File: src/tws_defines.vh
// tws_defines.vh: register indices, field positions, reset values and codes
// assumes inclusion by the slave command/status block, its checker and the bench
`ifndef TWS_DEFINES_VH
`define TWS_DEFINES_VH

// register indices; the byte address is the index times four
`define TWS_IDX_MCTLA 8'h03
`define TWS_IDX_CTRLA 8'h09
`define TWS_IDX_CTRLB 8'h0a
`define TWS_IDX_STAT 8'h0b
`define TWS_IDX_DATA 8'h0d

// reset value and control a write mask
`define TWS_RST_BYTE 8'h00
`define TWS_CTRLA_MASK 8'he7

// master control field
`define TWS_MEN_BIT 0

// slave control a fields
`define TWS_BYTE_DONE_IRQ_EN_BIT 7
`define TWS_ADDR_STOP_IRQ_EN_BIT 6
`define TWS_STOP_FLAG_EN_BIT 5
`define TWS_SMART_MODE_EN_BIT 1

// slave control b fields
`define TWS_ACK_BIT 2
`define TWS_CMD_MSB 1
`define TWS_CMD_LSB 0

// slave commands
`define TWS_CMD_NO_OPERATION_CMD 2'h0
`define TWS_CMD_RSVD 2'h1
`define TWS_CMD_FINISH 2'h2
`define TWS_CMD_RESP 2'h3

// status bit positions
`define TWS_ST_DIF 7
`define TWS_ST_ADDR_STOP_FLAG 6
`define TWS_ST_CONTENTION_FLAG 3
`define TWS_ST_BUS_ERROR_FLAG 2

// bus protocol
`define TWS_BYTE_BITS 4'h8
`define TWS_RESP_OKAY 2'h0
`define TWS_RESP_SLVERR 2'h2

`endif

File: src/tws_slave_ctrl.v
// tws_slave_ctrl.v: two-wire slave command, status and byte engine
// assumes an axi4-lite master on aclk and open-drain scl/sda pads outside
//
// What this block does
// RULE_01: data register access in smart mode or execute command performs the selected acknowledge action
// RULE_02: ack select is a plain storage bit; 0 sends ack, 1 sends nack
// RULE_03: command field is a write strobe and always reads zero
// RULE_04: code 0 does nothing; code 1 is reserved and unused by software
// RULE_05: finish command: dir 0 acks then waits start; dir 1 only waits
// RULE_06: response after address: ack, then receive (dir 0) or data interrupt (dir 1)
// RULE_07: response after data: dir 0 ack then receive; dir 1 transmit a byte
// RULE_08: one write may set ack select and command; new ack value applies
// RULE_09: data access or valid command write clears the data and address/stop flags
// RULE_10: data flag sets on byte done, also at end of a collided byte
// RULE_11: data flag clears on write one, data access or valid command
// RULE_12: address/stop flag sets on address or enabled stop; clears like data flag
// RULE_13: clock hold flag is read-only, high while scl is stretched
// RULE_14: read-only received ack bit holds the last master ack, 1 is nack
// RULE_15: failure to drive high bit or nack sets collision and mutes sda
// RULE_16: collision on address nack leaves address/stop flag set
// RULE_17: collision clears on write one or any start condition
// RULE_18: misplaced start or stop sets bus error; write one clears it
// RULE_19: bus error detection works only with master enable set
// RULE_20: read-only direction bit holds r/w bit of last address
// RULE_21: no-action and reserved codes trigger nothing and clear nothing
// RULE_22: data irq only when data flag, its enable and global enable are one
// RULE_23: stop sets the address/stop flag only when stop flag enable is one
// RULE_24: address-or-stop bit reads 0 for stop and 1 for address
// RULE_25: with smart mode, data access continues; otherwise a command is needed
`timescale 1ns/10ps
`include "tws_defines.vh"

module tws_slave_ctrl (
  // clock and reset
  input wire aclk,
  input wire aresetn,
  // axi4-lite write address and data
  input wire [9:0] awaddr,
  input wire awvalid,
  output reg awready,
  input wire [31:0] wdata,
  input wire [3:0] wstrb,
  input wire wvalid,
  output reg wready,
  // axi4-lite write response
  output reg [1:0] bresp,
  output reg bvalid,
  input wire bready,
  // axi4-lite read
  input wire [9:0] araddr,
  input wire arvalid,
  output reg arready,
  output reg [31:0] rdata,
  output reg [1:0] rresp,
  output reg rvalid,
  input wire rready,
  // two-wire pins, open drain, enable low drives
  input wire scl_i,
  output reg scl_o,
  output reg scl_oe_n,
  input wire sda_i,
  output reg sda_o,
  output reg sda_oe_n,
  // interrupt requests
  input wire global_irq_en,
  output reg byte_done_irq,
  output reg addr_stop_irq
);

  localparam [7:0] ST_IDLE = 8'h01;
  localparam [7:0] ST_ADDR = 8'h02;
  localparam [7:0] ST_AHOLD = 8'h04;
  localparam [7:0] ST_ACK = 8'h08;
  localparam [7:0] ST_RX = 8'h10;
  localparam [7:0] ST_DHOLD = 8'h20;
  localparam [7:0] ST_TX = 8'h40;
  localparam [7:0] ST_MACK = 8'h80;

  function hit;
    input [9:0] a;
    input [7:0] idx;
    begin
      hit = (a[9:2] == idx);
    end
  endfunction

  reg [7:0] state_reg;
  reg [7:0] ack_next_reg;
  reg [3:0] bit_cnt_reg;
  reg [7:0] shift_reg;
  reg [7:0] ctrla_reg;
  reg men_reg;
  reg ack_act_reg;
  reg dif_reg;
  reg addr_stop_flag_reg;
  reg received_ack_bit_reg;
  reg contention_flag_reg;
  reg bus_error_flag_reg;
  reg dir_reg;
  reg ap_reg;
  reg mute_reg;
  reg after_addr_reg;
  reg nack_sent_reg;
  reg scl_s1_reg, scl_s2_reg, scl_d_reg;
  reg sda_s1_reg, sda_s2_reg, sda_d_reg;
  reg [7:0] rd_byte;
  reg rd_hit;

  // pin edges and bus conditions, read from the second sync stage onward
  wire scl_rise = scl_s2_reg & ~scl_d_reg;
  wire scl_fall = ~scl_s2_reg & scl_d_reg;
  wire start_det = scl_s2_reg & scl_d_reg & sda_d_reg & ~sda_s2_reg;
  wire stop_det = scl_s2_reg & scl_d_reg & ~sda_d_reg & sda_s2_reg;

  // axi side effects happen on the single cycle that ready is high
  wire wr_fire = awready;
  wire rd_fire = arready;
  wire wb = wstrb[0];
  wire [7:0] wd = wdata[7:0];
  wire wr_mctl = wr_fire & wb & hit(awaddr, `TWS_IDX_MCTLA);
  wire wr_ctrla = wr_fire & wb & hit(awaddr, `TWS_IDX_CTRLA);
  wire wr_ctrlb = wr_fire & wb & hit(awaddr, `TWS_IDX_CTRLB);
  wire wr_stat = wr_fire & wb & hit(awaddr, `TWS_IDX_STAT);
  wire wr_data = wr_fire & wb & hit(awaddr, `TWS_IDX_DATA);
  wire rd_data = rd_fire & hit(araddr, `TWS_IDX_DATA);
  wire wr_hit = hit(awaddr, `TWS_IDX_MCTLA) | hit(awaddr, `TWS_IDX_CTRLA) |
    hit(awaddr, `TWS_IDX_CTRLB) | hit(awaddr, `TWS_IDX_STAT) | hit(awaddr, `TWS_IDX_DATA);
  wire [1:0] cmd_code = wd[`TWS_CMD_MSB:`TWS_CMD_LSB];
  wire cmd_valid = wr_ctrlb & ((cmd_code == `TWS_CMD_FINISH) |
    (cmd_code == `TWS_CMD_RESP)); // see RULE_04 see RULE_21
  wire data_acc = wr_data | rd_data;
  wire clr_evt = cmd_valid | data_acc; // see RULE_09
  wire ack_eff = wr_ctrlb ? wd[`TWS_ACK_BIT] : ack_act_reg; // see RULE_08
  wire go = cmd_valid | (data_acc & ctrla_reg[`TWS_SMART_MODE_EN_BIT]); // see RULE_01 see RULE_25
  // a data access without a command counts as a response
  wire go_resp = ~cmd_valid | (cmd_code == `TWS_CMD_RESP);
  wire in_byte = (state_reg == ST_ADDR) | (state_reg == ST_RX) | (state_reg == ST_TX);
  wire bus_err = men_reg & (((start_det | stop_det) & in_byte & (bit_cnt_reg > 4'h1)) |
    (stop_det & (state_reg == ST_ADDR))); // see RULE_18 see RULE_19

  always @(posedge aclk) begin
    if (!aresetn) begin
      state_reg <= ST_IDLE;
      ack_next_reg <= ST_IDLE;
      bit_cnt_reg <= 4'h0;
      shift_reg <= `TWS_RST_BYTE;
      ctrla_reg <= `TWS_RST_BYTE;
      men_reg <= 1'b0;
      ack_act_reg <= 1'b0;
      dif_reg <= 1'b0;
      addr_stop_flag_reg <= 1'b0;
      received_ack_bit_reg <= 1'b0;
      contention_flag_reg <= 1'b0;
      bus_error_flag_reg <= 1'b0;
      dir_reg <= 1'b0;
      ap_reg <= 1'b0;
      mute_reg <= 1'b0;
      after_addr_reg <= 1'b0;
      nack_sent_reg <= 1'b0;
      scl_s1_reg <= 1'b1;
      scl_s2_reg <= 1'b1;
      scl_d_reg <= 1'b1;
      sda_s1_reg <= 1'b1;
      sda_s2_reg <= 1'b1;
      sda_d_reg <= 1'b1;
      scl_o <= 1'b0;
      sda_o <= 1'b0;
      scl_oe_n <= 1'b1;
      sda_oe_n <= 1'b1;
      byte_done_irq <= 1'b0;
      addr_stop_irq <= 1'b0;
    end else begin
      scl_s1_reg <= scl_i;
      scl_s2_reg <= scl_s1_reg;
      scl_d_reg <= scl_s2_reg;
      sda_s1_reg <= sda_i;
      sda_s2_reg <= sda_s1_reg;
      sda_d_reg <= sda_s2_reg;
      byte_done_irq <= dif_reg & ctrla_reg[`TWS_BYTE_DONE_IRQ_EN_BIT] & global_irq_en; // see RULE_22
      addr_stop_irq <= addr_stop_flag_reg & ctrla_reg[`TWS_ADDR_STOP_IRQ_EN_BIT] & global_irq_en;
      if (wr_ctrla) begin
        ctrla_reg <= wd & `TWS_CTRLA_MASK;
      end
      if (wr_mctl) begin
        men_reg <= wd[`TWS_MEN_BIT];
      end
      if (wr_ctrlb) begin
        ack_act_reg <= wd[`TWS_ACK_BIT]; // see RULE_02
      end
      // clears come first so that a hardware set further down wins
      if (clr_evt | (wr_stat & wd[`TWS_ST_DIF])) begin
        dif_reg <= 1'b0; // see RULE_11
      end
      if (clr_evt | (wr_stat & wd[`TWS_ST_ADDR_STOP_FLAG])) begin
        addr_stop_flag_reg <= 1'b0; // see RULE_12
      end
      if (wr_stat & wd[`TWS_ST_CONTENTION_FLAG]) begin
        contention_flag_reg <= 1'b0; // see RULE_17
      end
      if (wr_stat & wd[`TWS_ST_BUS_ERROR_FLAG]) begin
        bus_error_flag_reg <= 1'b0; // see RULE_18
      end
      // the shift register only takes software data while the clock is held
      if (wr_data & ~scl_oe_n) begin
        shift_reg <= wd;
      end
      case (state_reg)
        ST_ADDR, ST_RX: begin
          if (scl_rise) begin
            shift_reg <= {shift_reg[6:0], sda_s2_reg};
            bit_cnt_reg <= bit_cnt_reg + 4'h1;
          end
          if (scl_fall && bit_cnt_reg == `TWS_BYTE_BITS) begin
            bit_cnt_reg <= 4'h0;
            scl_oe_n <= 1'b0; // see RULE_13
            if (state_reg == ST_ADDR) begin
              addr_stop_flag_reg <= 1'b1; // see RULE_12
              ap_reg <= 1'b1; // see RULE_24
              dir_reg <= shift_reg[0]; // see RULE_20
              after_addr_reg <= 1'b1;
              state_reg <= ST_AHOLD;
            end else begin
              dif_reg <= 1'b1; // see RULE_10
              after_addr_reg <= 1'b0;
              state_reg <= ST_DHOLD;
            end
          end
        end
        ST_AHOLD, ST_DHOLD: begin
          if (go) begin
            scl_oe_n <= 1'b1; // see RULE_13
            bit_cnt_reg <= 4'h0;
            if (dir_reg && !go_resp) begin
              state_reg <= ST_IDLE; // see RULE_05
            end else if (dir_reg && !after_addr_reg) begin
              sda_oe_n <= shift_reg[7] | mute_reg; // see RULE_07
              state_reg <= ST_TX;
            end else begin
              sda_oe_n <= ack_eff | mute_reg; // see RULE_01 see RULE_08
              nack_sent_reg <= ack_eff;
              state_reg <= ST_ACK;
              if (!go_resp) begin
                ack_next_reg <= ST_IDLE; // see RULE_05
              end else if (dir_reg) begin
                ack_next_reg <= ST_DHOLD; // see RULE_06
              end else begin
                ack_next_reg <= ST_RX; // see RULE_06 see RULE_07
              end
            end
          end
        end
        ST_ACK: begin
          if (scl_rise) begin
            bit_cnt_reg <= 4'h1;
            // a nack that reads back low means someone else acked
            if (nack_sent_reg && !sda_s2_reg) begin
              contention_flag_reg <= 1'b1; // see RULE_15
              mute_reg <= 1'b1;
              if (after_addr_reg) begin
                addr_stop_flag_reg <= 1'b1; // see RULE_16
              end
            end
          end
          if (scl_fall && bit_cnt_reg == 4'h1) begin
            bit_cnt_reg <= 4'h0;
            sda_oe_n <= 1'b1;
            state_reg <= ack_next_reg;
            if (ack_next_reg == ST_DHOLD) begin
              dif_reg <= 1'b1; // see RULE_06
              scl_oe_n <= 1'b0;
              after_addr_reg <= 1'b0;
            end
          end
        end
        ST_TX: begin
          if (scl_rise) begin
            bit_cnt_reg <= bit_cnt_reg + 4'h1;
            if (sda_oe_n && !sda_s2_reg && !mute_reg) begin
              contention_flag_reg <= 1'b1; // see RULE_15
              mute_reg <= 1'b1;
            end
          end
          if (scl_fall) begin
            if (bit_cnt_reg == `TWS_BYTE_BITS) begin
              bit_cnt_reg <= 4'h0;
              sda_oe_n <= 1'b1;
              state_reg <= ST_MACK;
            end else begin
              shift_reg <= {shift_reg[6:0], 1'b0};
              sda_oe_n <= shift_reg[6] | mute_reg; // see RULE_15
            end
          end
        end
        ST_MACK: begin
          if (scl_rise) begin
            received_ack_bit_reg <= sda_s2_reg; // see RULE_14
            bit_cnt_reg <= 4'h1;
          end
          if (scl_fall && bit_cnt_reg == 4'h1) begin
            bit_cnt_reg <= 4'h0;
            dif_reg <= 1'b1; // see RULE_10
            after_addr_reg <= 1'b0;
            // a nack ends the read, so the clock is not held after it
            if (received_ack_bit_reg) begin
              state_reg <= ST_IDLE;
            end else begin
              scl_oe_n <= 1'b0;
              state_reg <= ST_DHOLD;
            end
          end
        end
        default: begin
          state_reg <= ST_IDLE;
        end
      endcase
      // bus conditions override whatever the byte engine was doing
      if (start_det) begin
        state_reg <= ST_ADDR;
        bit_cnt_reg <= 4'h0;
        mute_reg <= 1'b0;
        contention_flag_reg <= 1'b0; // see RULE_17
        sda_oe_n <= 1'b1;
        scl_oe_n <= 1'b1;
      end
      if (stop_det) begin
        state_reg <= ST_IDLE;
        bit_cnt_reg <= 4'h0;
        sda_oe_n <= 1'b1;
        scl_oe_n <= 1'b1;
        if (ctrla_reg[`TWS_STOP_FLAG_EN_BIT]) begin
          addr_stop_flag_reg <= 1'b1; // see RULE_23
          ap_reg <= 1'b0; // see RULE_24
        end
      end
      if (bus_err) begin
        bus_error_flag_reg <= 1'b1; // see RULE_18
      end
    end
  end

  // read mux; the command field is a strobe and reads as zero
  always @* begin
    rd_byte = 8'h00;
    rd_hit = 1'b1;
    if (hit(araddr, `TWS_IDX_MCTLA)) begin
      rd_byte = {7'h00, men_reg};
    end else if (hit(araddr, `TWS_IDX_CTRLA)) begin
      rd_byte = ctrla_reg;
    end else if (hit(araddr, `TWS_IDX_CTRLB)) begin
      rd_byte = {5'h00, ack_act_reg, 2'h0}; // see RULE_03
    end else if (hit(araddr, `TWS_IDX_STAT)) begin
      rd_byte = {dif_reg, addr_stop_flag_reg, ~scl_oe_n, received_ack_bit_reg, contention_flag_reg, bus_error_flag_reg,
        dir_reg, ap_reg}; // see RULE_13
    end else if (hit(araddr, `TWS_IDX_DATA)) begin
      rd_byte = shift_reg;
    end else begin
      rd_hit = 1'b0;
    end
  end

  // axi4-lite slave: one write and one read outstanding at a time
  always @(posedge aclk) begin
    if (!aresetn) begin
      awready <= 1'b0;
      wready <= 1'b0;
      bvalid <= 1'b0;
      bresp <= `TWS_RESP_OKAY;
      arready <= 1'b0;
      rvalid <= 1'b0;
      rresp <= `TWS_RESP_OKAY;
      rdata <= 32'h00000000;
    end else begin
      awready <= awvalid & wvalid & ~bvalid & ~awready;
      wready <= awvalid & wvalid & ~bvalid & ~awready;
      if (wr_fire) begin
        bvalid <= 1'b1;
        bresp <= wr_hit ? `TWS_RESP_OKAY : `TWS_RESP_SLVERR;
      end else if (bready) begin
        bvalid <= 1'b0;
      end
      arready <= arvalid & ~rvalid & ~arready;
      if (rd_fire) begin
        rvalid <= 1'b1;
        rdata <= {24'h000000, rd_byte};
        rresp <= rd_hit ? `TWS_RESP_OKAY : `TWS_RESP_SLVERR;
      end else if (rready) begin
        rvalid <= 1'b0;
      end
    end
  end

endmodule // tws_slave_ctrl

File: config.mk
export PLATFORM = sky130hd
export DESIGN_NAME = tws_slave_ctrl
export DESIGN_NICKNAME = d
export VERILOG_FILES = /design/src/tws_slave_ctrl.v
export VERILOG_INCLUDE_DIRS = /design/src
export SDC_FILE = /design/constraint.sdc
export NUM_CORES = 1
export LEC_CHECK = 0
export BUFFER_PORTS_ARGS = -buffer_cell sky130_fd_sc_hd__buf_2
export CAP_MARGIN = 40
export CORE_MARGIN = 2
export CORE_UTILIZATION = 52
export CTS_CLUSTER_SIZE = 16
export DETAILED_ROUTE_END_ITERATION = 8
export GPL_ROUTABILITY_DRIVEN = 0
export HOLD_SLACK_MARGIN = 0.03
export PLACE_DENSITY = 0.8
export SETUP_SLACK_MARGIN = 0.2
export SYNTH_ARGS = -nofsm -noshare
export SYNTH_HDL_FRONTEND = slang
export SYNTH_SLANG_ARGS = --single-unit
File: constraint.sdc
create_clock -name aclk -period 3.05 [get_ports aclk]
set_input_delay 0.305 -clock aclk [delete_from_list [all_inputs] [get_ports aclk]]
set_output_delay 0.305 -clock aclk [all_outputs]
set_load 0.005 [all_outputs]
Word level (Yosys, flattened, before mapping)
Cells that the tools add are included.
{"block": "word_totals", "regBits": 72, "input_bits": 66, "elab_cells": 275}
{"block": "classes", "n_addsub": 1, "n_lt_le_gt_ge": 1, "n_eq_ne": 42, "muxes": 96, "bitwise_logic": 65, "n_reduce_logical": 35}
{"op": "8-bit 2-to-1 mux", "n": 15}
{"op": "8-bit by 4-bit == test with 1-bit output (second input constant)", "n": 9}
{"op": "1-bit 2-to-1 mux", "n": 55}
{"op": "8-bit one-hot mux with 5 select lines", "n": 1}
{"op": "1-bit bitwise AND", "n": 34}
{"op": "4-bit 2-to-1 mux", "n": 7}
{"op": "8-bit by 2-bit == test with 1-bit output (second input constant)", "n": 3}
{"op": "6-bit 2-to-1 mux", "n": 4}
{"op": "2-bit != test (second input constant)", "n": 11}
{"op": "1-bit bitwise OR", "n": 18}
{"op": "8-bit by 6-bit == test with 1-bit output (second input constant)", "n": 2}
{"op": "4-bit one-hot mux with 4 select lines", "n": 1}
{"op": "8-bit one-hot mux with 2 select lines", "n": 1}
{"op": "3-bit != test (second input constant)", "n": 5}
{"op": "5-bit AND reduction", "n": 3}
{"op": "7-bit 2-to-1 mux", "n": 2}
{"op": "1-bit inverter", "n": 13}
{"op": "6-bit AND reduction", "n": 2}
{"op": "2-bit OR reduction", "n": 5}
{"op": "1-bit one-hot mux with 3 select lines", "n": 3}
{"op": "8-bit by 3-bit == test with 1-bit output (second input constant)", "n": 1}
{"op": "8-bit by 5-bit == test with 1-bit output (second input constant)", "n": 1}
{"op": "8-bit by 7-bit == test with 1-bit output (second input constant)", "n": 1}
{"op": "8-bit == test (second input constant)", "n": 1}
{"op": "other kinds (21)", "n": 42}

Longest topological paths before layout
Gate-level depths: netlist of the first run.
{"block": "logic_depth", "depth_word": 12, "depth_mapped": 9, "depth_no_buf": 7}

Worst setup path before layout of the first run
No wires, ideal clock.
{"block": "synth_timing", "path_kind": "input to register", "start": "in awaddr[7]", "end": "reg state_reg[1]", "setup_time_ns": 0.116, "arrival_ns": 2.052, "required_ns": 2.934, "setup_slack_ns": 0.882, "path_stages": 7, "cell_sequence": "or4_4 buf_6 nor4_4 nor4_2 or3_1 buf_6 a41o_1"}
{"block": "synth_via", "elab_chain_cells": 11, "elab_cells_between_ends": 18}
{"element": "start: declaration", "line": "tws_slave_ctrl.v:38", "source": "input wire [9:0] awaddr,"}
{"element": "8-bit by 4-bit == test with 1-bit output", "line": "tws_slave_ctrl.v:83", "source": "hit = (a[9:2] == idx);"}
{"element": "1-bit bitwise AND", "line": "tws_slave_ctrl.v:122", "source": "wire wr_ctrlb = wr_fire & wb & hit(awaddr, `TWS_IDX_CTRLB);"}
{"element": "1-bit bitwise AND", "line": "tws_slave_ctrl.v:129", "source": "wire cmd_valid = wr_ctrlb & ((cmd_code == `TWS_CMD_FINISH) |"}
{"element": "1-bit inverter", "line": "tws_slave_ctrl.v:136", "source": "wire go_resp = ~cmd_valid | (cmd_code == `TWS_CMD_RESP);"}
{"element": "1-bit bitwise OR", "line": "tws_slave_ctrl.v:136"}
{"element": "1-bit zero test"}
{"element": "1-bit logical AND", "line": "tws_slave_ctrl.v:233", "source": "if (dir_reg && !go_resp) begin"}
{"element": "7-bit 2-to-1 mux", "line": "tws_slave_ctrl.v:233"}
{"element": "8-bit 2-to-1 mux", "line": "tws_slave_ctrl.v:230", "source": "if (go) begin"}
{"element": "8-bit one-hot mux with 5 select lines", "line": "tws_slave_ctrl.v:207", "source": "case (state_reg)"}
{"element": "2-bit 2-to-1 mux", "line": "tws_slave_ctrl.v:317", "source": "if (start_det) begin"}
{"element": "end signal: assignment", "line": "tws_slave_ctrl.v:267", "source": "state_reg <= ack_next_reg;"}
{"element": "end: declaration", "line": "tws_slave_ctrl.v:87", "source": "reg [7:0] state_reg;"}
Several ways; a longest one is shown, not always the timed one. The select of a mux whose other input is x is not followed.
A chain may end at the register's enable or synchronous reset.

Worst setup path in the final report of the first run
{"block": "layout_timing", "start": "reg dir_reg", "end": "reg nack_sent_reg"}
{"block": "layout_via", "elab_chain_cells": 3, "elab_cells_between_ends": 5}
{"element": "start: declaration", "line": "tws_slave_ctrl.v:99", "source": "reg dir_reg;"}
{"element": "start signal: assignment", "line": "tws_slave_ctrl.v:219", "source": "dir_reg <= shift_reg[0];"}
{"element": "1-bit logical AND (on tied branches)", "line": "tws_slave_ctrl.v:235, tws_slave_ctrl.v:233"}
{"element": "1-bit inverter (no source line)"}
{"element": "4-bit AND reduction (no source line) (*)"}
{"element": "end signal: assignment", "line": "tws_slave_ctrl.v:240", "source": "nack_sent_reg <= ack_eff;"}
{"element": "end: declaration", "line": "tws_slave_ctrl.v:103", "source": "reg nack_sent_reg;"}
Every way passes the cells marked *; elsewhere a longest branch is shown, timed or not.

==> metrics.yaml, run 1 <==
outcome:
  status: "finished clean"
clock_network:
  cts_setup_buffers: 0
  clk_pin_slew_worst_paths_ps: 80
  cts_resized: 0
  cts_hold_buf: 0
  cts_num_sinks: 65
  h-tree-depth: 3
  ctsLongestPathBuffers: 2
  clockRootBuffer: "clkbuf_8"
  cts_inserted_buffers: 9
  tritoncts: "done"
  clkLatencyLatePin_ps: 360
sta:
  finalClockSkew_ps: 21.2
  hold_viol: 0
  tightest_slew_ps: 740
  rsz0062_at_grt: "false"
  max_slew_margin_pct: 50.2
  slew_viol_final: 0
  finalCritPeriodShare_pct: 77.7
  setup_slack_ps: 681
  max_freq_mhz: 422
  post-route-min-period_ps: 2370
  setup_tns_ps: 0
  setup_viol: 0
final_layout:
  n_fill_cell: 635
  diodes: 0
  syn_to_final_growth_pct: 11.9
  register_area_sq_mm: 0.00130
  multiInputGateArea_sq_mm: 0.00224
  final_layout_size_suffix_gt1_share_pct: 19.5
  stdcell_count: 597
  final_nets: 562
die:
  dieWidth_um: 89.4
  io_pins: 113
  core-area_sq_mm: 0.00718
  die_area_sq_mm: 0.00799
  die_y_um: 89.4
  num_rows: 31
  start_util_pct: 52.9
logic_synthesis:
  ys_ff_latch: 65
  seq_area_frac_synth_pct: 34.3
  synthArstFlopShare_pct: 0
  synth.cell_area_sq_mm: 0.00379
  synthDistinctLibCells: 70
  post_synth.cell_area_avg_sq_um: 8.52
  synth_edf_count: 0
  synthFlopType: "dfxtp_1"
  syn_inst: 445
  yosys_warnings: 0
flow_run:
  maxCapViolCount: 0
placement:
  dp_hpwl_um: 7290
  dpl.cell_count: 581
  numPortBuffers: 53
  pre_cts_slack_ps: 491
grt:
  grt_pass1_vias: 3200
  grt_max_degree: 26
  grt_use_total_pct: 25.5
  antenna_found_initial: 0
  overflow: 0
  grt_pass1_wl_um: 15700
drt:
  vias: 3661
  wl_per_cell_um: 16.7
  dr.pass1.iters: 5
  dr.first_iter.drc_count: 403
  wl_um: 9980
  drt-vias-per-instance: 6.13
  drc: 0
  ant_nets: 0
worst_setup_path:
  end_kind: "flip-flop"
  crit_path_start_kind: "flip-flop"
  required_ps: 3300
  ff2ff_path_depth: 5
  crit_fanout: 7
  critPathKind: "flip-flop to flip-flop"
  arrival_ps: 2620
power:
  p_per_area_mw_per_mm2: 435
  ir_worst_vdd_v: 0.000385
  leakagePower_nw: 1.74
min_path:
  min_path_cells: 2
  hold_class: "primary input to flip-flop"
worst paths after layout:
| path | slack [ps] | endpoint | startpoint |
|---|---|---|---|
| max reg2reg | 680 | nack_sent_reg | dir_reg |
| max | 680 | nack_sent_reg | dir_reg |
| min reg2reg | 410 | scl_s2_reg | scl_s1_reg |
| min | 140 | sda_s1_reg | sda_i |
layout make-up:
type | instances | area share [%]
Multi-Input combinational cell | 346 | 52.8
Sequential cell | 65 | 30.7
Timing Repair Buffer | 58 | 7.14
Clock buffer | 10 | 3.24
Tap cell | 99 | 2.92
Clock inverter | 6 | 2.12
Inverter | 13 | 1.15
metal layers:
layer  vias up  track usage, %  share of wire (%)
met1      1710            35.5                 42
met3        25            5.45                 10
met4         0            10.3                2.5
met5         -               0                  0
met2       242            38.5                 45
li1       1684               -                  -
cell families after synthesis:
group | after synthesis | synth area share, %
AOI/OAI and AO/OA | 92 | 17.6
xor gates and xnor gates | 6 | 1.39
adders and majority gates | 3 | 0.990
buffers and inverters | 61 | 9.34
DFF | 65 | 34.3
muxes | 27 | 7.39
other | 1 | 0.0989
and+or+nand+nor | 190 | 28.9
stage by stage:
stage / utilization, % / hold slack, ps / power (mW) / instance area, sq um
2_1_floorplan: - / 386 / 0.981 / 3890
3_3_place_gp: 56.0 / 388 / 1.00 / 4020
3_5_place_dp: 56.0 / 400 / 1.01 / 4020
4_1_cts: 59.1 / 130 / 1.84 / 4240
5_1_grt: 59.1 / 134 / 1.90 / 4240
6_report: 59.1 / 135 / 1.84 / 4240
Yosys cell counts, types with 3 or more instances:
| library cell | number | share of area [%] |
|---|---|---|
| nor4_2 | 3 | 0.99 |
| ha_1 | 3 | 0.99 |
| nand2b_1 | 14 | 2.3 |
| clkbuf_1 | 16 | 1.6 |
| and2_1 | 7 | 1.2 |
| a31oi_1 | 3 | 0.49 |
| buf_4 | 29 | 5.7 |
| o211ai_1 | 6 | 1.2 |
| xor2_1 | 4 | 0.92 |
| nand4_1 | 8 | 1.3 |
| o21ai_0 | 12 | 1.6 |
| mux2i_1 | 19 | 5.0 |
| and3_1 | 4 | 0.66 |
| or2_2 | 3 | 0.49 |
| nor2_1 | 39 | 3.9 |
| a21oi_1 | 22 | 2.9 |
| dfxtp_1 | 65 | 34 |
| nand2_1 | 34 | 3.4 |
| nor2b_1 | 8 | 1.3 |
| mux2_2 | 8 | 2.4 |
| nand4b_1 | 4 | 0.92 |
| or4_1 | 6 | 1.2 |
| and3b_1 | 3 | 0.69 |
| nor4_1 | 9 | 1.5 |
| and4_1 | 5 | 1.2 |
| o21a_1 | 3 | 0.59 |
| o31ai_1 | 3 | 0.59 |
| a22oi_1 | 9 | 1.8 |
| o2bb2ai_1 | 5 | 1.2 |
| nor3_1 | 6 | 0.79 |
| or3_1 | 4 | 0.66 |
| nand3_1 | 21 | 2.8 |
| inv_1 | 12 | 1.2 |
placed cells by master (no fill, tap or decap), drive strengths merged, types with 3 or more instances in the layout:
| master | n |
|---|---|
| dfxtp | 65 |
| buf | 58 |
| nor2 | 39 |
| nand2 | 34 |
| conb | 28 |
| a21oi | 22 |
| nand3 | 21 |
| mux2i | 19 |
| nand2b | 14 |
| nor4 | 14 |
| o21ai | 13 |
| inv | 13 |
| clkbuf | 10 |
| a22oi | 9 |
| mux2 | 8 |
| nor2b | 8 |
| nand4 | 8 |
| and2 | 7 |
| nor3 | 7 |
| or4 | 7 |
| o211ai | 6 |
| o2bb2ai | 5 |
| and4 | 5 |
| or3 | 4 |
| nand4b | 4 |
| xor2 | 4 |
| and3 | 4 |
| o31ai | 4 |
| o21a | 3 |
| and3b | 3 |
| a31oi | 3 |
| or2 | 3 |
| ha | 3 |
| o32ai | 3 |
| clkinv | 3 |
critical path: stages (launching register included):
cell     delay (ps)
dfxtp_1         480
or4bb_1         510
nor4_1          520
nor3_1          190
nand2_1         200
mux2_2          360
where the power goes:
group          internal, mW  switching (mW)  total, mW  leakage, nW
logic                0.0430          0.0817      0.125         1.10
registers             0.856         0.00903      0.865        0.526
clock network         0.485           0.369      0.854        0.113
Note: power is estimated with default switching activity, not from simulation.
==> run 2, diff against run 1 <==
ABC_AREA = 1   (was default)
clock period = 2.4 ns   (was 3.05 ns; I/O delays follow)
==> run 2 against run 1 <==
Compared with the run above:
- register-to-register slack worse by 170 ps
- final cell count up 28%
- combinational power up 15%
==> metrics.yaml, run 2 <==
worst_setup_path:
  critPathBufInv: 3  # +3
  required_ps: 2650  # -650 ps
  critPathKind: "flip-flop to flip-flop"
  end_kind: "flip-flop"
  crit_path_frequent_cell: "inv_1"
  worstSetupStartpoint: "bit_cnt_reg[0]"
  ff2ff_path_depth: 9  # +4
  crit_path_start_kind: "flip-flop"
  path_cells: "inv_1, ha_1, nand3_1, nor2_1, inv_1, a21oi_4, nand2_2, o21bai_1, inv_1"
  critPathTopFamily: "simple AND/OR/NAND/NOR gates"
  crit_fanout: 7  # unchanged
  crit_slowest_cell: "dfxtp_1"
  cp-endpoint: "state_reg[1]"
  r2r-start: "bit_cnt_reg[0]"
  arrival_ps: 2140  # -480 ps
  critical_path_depth: 9  # +4
  r2r_end: "state_reg[1]"
  max_stage_delay_ps: 350  # -170 ps
  reg2reg_setup_slack_ps: 510  # -170 ps
grt:
  grt_max_degree: 20  # -23%
  grt_pass1_wl_um: 16000  # +2.2%
  overflow: 0  # unchanged
  grt_pass1_vias: 3619  # +13%
  grt_use_total_pct: 24.2  # -1.4 points
  antenna_found_initial: 0  # unchanged
drt:
  wl_per_cell_um: 12.6  # -25%
  drt-vias-per-instance: 5.10  # -17%
  dr.first_iter.drc_count: 286  # -29%
  vias: 3903  # +6.6%
  ant_nets: 0  # unchanged
  drc: 0  # unchanged
  dr.pass1.iters: 5  # unchanged
  wl_um: 9630  # -3.6%
min_path:
  hold_class: "primary input to flip-flop"
logic_synthesis:
  synth_area_leaders: "dfxtp_1 (33%), nand2_1 (15%), inv_1 (7.6%), nor2_1 (7.6%), buf_4 (5.6%)"
  seq_area_frac_synth_pct: 33.4  # -0.94 points
  yosysTopAreaCellShare_pct: 33.4  # -0.94 points
  synth_edf_count: 0  # unchanged
  synthArstFlopShare_pct: 0  # unchanged
  synthFlopType: "dfxtp_1"
  synth_top_cell_by_area: "dfxtp_1"
  yosysMostFrequentCell: "nand2_1"
  post_synth.cell_area_avg_sq_um: 6.39  # -25%
  yosys_warnings: 0  # unchanged
  synth.cell_area_sq_mm: 0.00390  # +2.8%
  ys_top_cells_by_count: "nand2_1 (154), inv_1 (79), nor2_1 (79), dfxtp_1 (65), a21oi_1 (41)"
  syn_inst: 610  # +37%
  synthDistinctLibCells: 37  # -47%
  ys_ff_latch: 65  # unchanged
die:
  num_rows: 31  # unchanged
  io_pins: 113  # unchanged
  start_util_pct: 53.8  # +0.90 points
  core-area_sq_mm: 0.00725  # +1.1%
  die_y_um: 90.6  # +1.3%
  dieWidth_um: 90.6  # +1.3%
  die_area_sq_mm: 0.00821  # +2.7%
clock_network:
  ctsLongestPathBuffers: 2  # unchanged
  tritoncts: "done"
  cts_inserted_buffers: 9  # unchanged
  cts_resized: 0  # unchanged
  clkLatencyLatePin_ps: 360  # about the same
  cts_num_sinks: 65  # unchanged
  h-tree-depth: 3  # unchanged
  cts_setup_buffers: 0  # unchanged
  clk_pin_slew_worst_paths_ps: 80  # about the same
  cts_hold_buf: 0  # unchanged
  clockRootBuffer: "clkbuf_8"
power:
  leakagePower_nw: 2.07  # +19%
  ir_worst_vdd_v: 0.000355  # -8.0%
  p_per_area_mw_per_mm2: 497  # +14%
final_layout:
  diodes: 0  # unchanged
  syn_to_final_growth_pct: 10.3
  mostFrequentLayoutCell: "nand2_1"
  final_cell_mix: "nand2_1 (154), nor2_1 (79), inv_1 (79), dfxtp_1 (65), buf_2 (53)"
  final_layout_size_suffix_gt1_share_pct: 16.6  # -2.8 points
  final_nets: 731  # +30%
placement:
  numPortBuffers: 53  # unchanged
  pre_cts_slack_ps: 541  # +50.9 ps
  dp_hpwl_um: 7390  # +1.4%
sta:
  finalClockSkew_ps: 14.2  # -6.99 ps
  post-route-min-period_ps: 1890  # -484 ps
  rsz0062_at_grt: "false"
  setup_tns_ps: 0  # unchanged
  hold_viol: 0  # unchanged
  max_slew_margin_pct: 57.3  # +7.0 points
  finalCritPeriodShare_pct: 78.6  # +0.87 points
  setup_slack_ps: 515  # -166 ps
  setup_viol: 0  # unchanged
  slew_viol_final: 0  # unchanged
  tightest_slew_ps: 638  # -102 ps
  max_freq_mhz: 530  # +26%
outcome:
  status: "finished clean"
flow_run:
  maxCapViolCount: 0  # unchanged
==> run 2: changes by cell type after synthesis, moves of 11 or more <==
cell / before / now
nor2_1: 39 / 79
nand2b_1: 14 / 0
a21oi_1: 22 / 41
inv_1: 12 / 79
nand2_1: 34 / 154
o21ai_0: 12 / 29
nand2_2: 0 / 11
mux2i_1: 19 / 0
nand3_1: 21 / 33
==> run 2: metal layers <==
| metal | GRT usage [%] | vias to the layer above | wire [um] |
|---|---|---|---|
| met3 | 6.26 | 23 | 785 |
| li1 | - | 1977 | - |
| met1 | 30.3 | 1728 | 4180 |
| met5 | 0 | - | 0 |
| met4 | 11.8 | 0 | 240 |
| met2 | 38.4 | 175 | 4420 |
==> run 2: area by class of cell <==
class | count | area, sq um
inverters | 84 | 315
flip-flops and latches | 65 | 1300
clock buffers | 9 | 124
clock inverters | 7 | 58.8
well taps | 99 | 124
repair buffers | 55 | 280
multi-input cells | 447 | 2100
fillers | 715 | 2950
==> run 2: worst min path at each step <==
| stage | cells past startpoint | startpoint | endpoint |
|---|---|---|---|
| 2_1_floorplan | 1 | scl_i | scl_s1_reg |
| 4_1_cts | 2 | scl_i | scl_s1_reg |
| 3_3_place_gp | 1 | sda_s1_reg | sda_s2_reg |
| 5_1_grt | 2 | sda_i | sda_s1_reg |
| 6_report | 2 | scl_i | scl_s1_reg |
| 3_5_place_dp | 1 | sda_s1_reg | sda_s2_reg |
==> run 2: report_power, final <==
group | switching (mW) | internal (mW)
sequential | 0.00811 | 1.09
clock | 0.507 | 0.393
combinational | 0.0962 | 0.0477
total | 0.611 | 1.53
==> run 2: through the flow <==
stage               power [mW]  hold WS (ps)  utilization, %  std cells  area (sq um)
finish                    2.14          63.3            59.3        766          4300
global route              2.22          44.8            59.3        766          4300
CTS                       2.15          53.7            59.3        766          4300
detailed placement        1.26           402            56.8        750          4120
global placement          1.26           395            56.8        750          4120
floorplan                 1.23           347               -        637          4000
==> run 2: cells by family after synthesis <==
family / synth area share (%)
simple gates: 36.6
buf+inv: 15.4
compound gates: 13.3
flops: 33.4
fa+ha+maj: 0.963
xor+xnor: 0.225
other cells: 0.0962
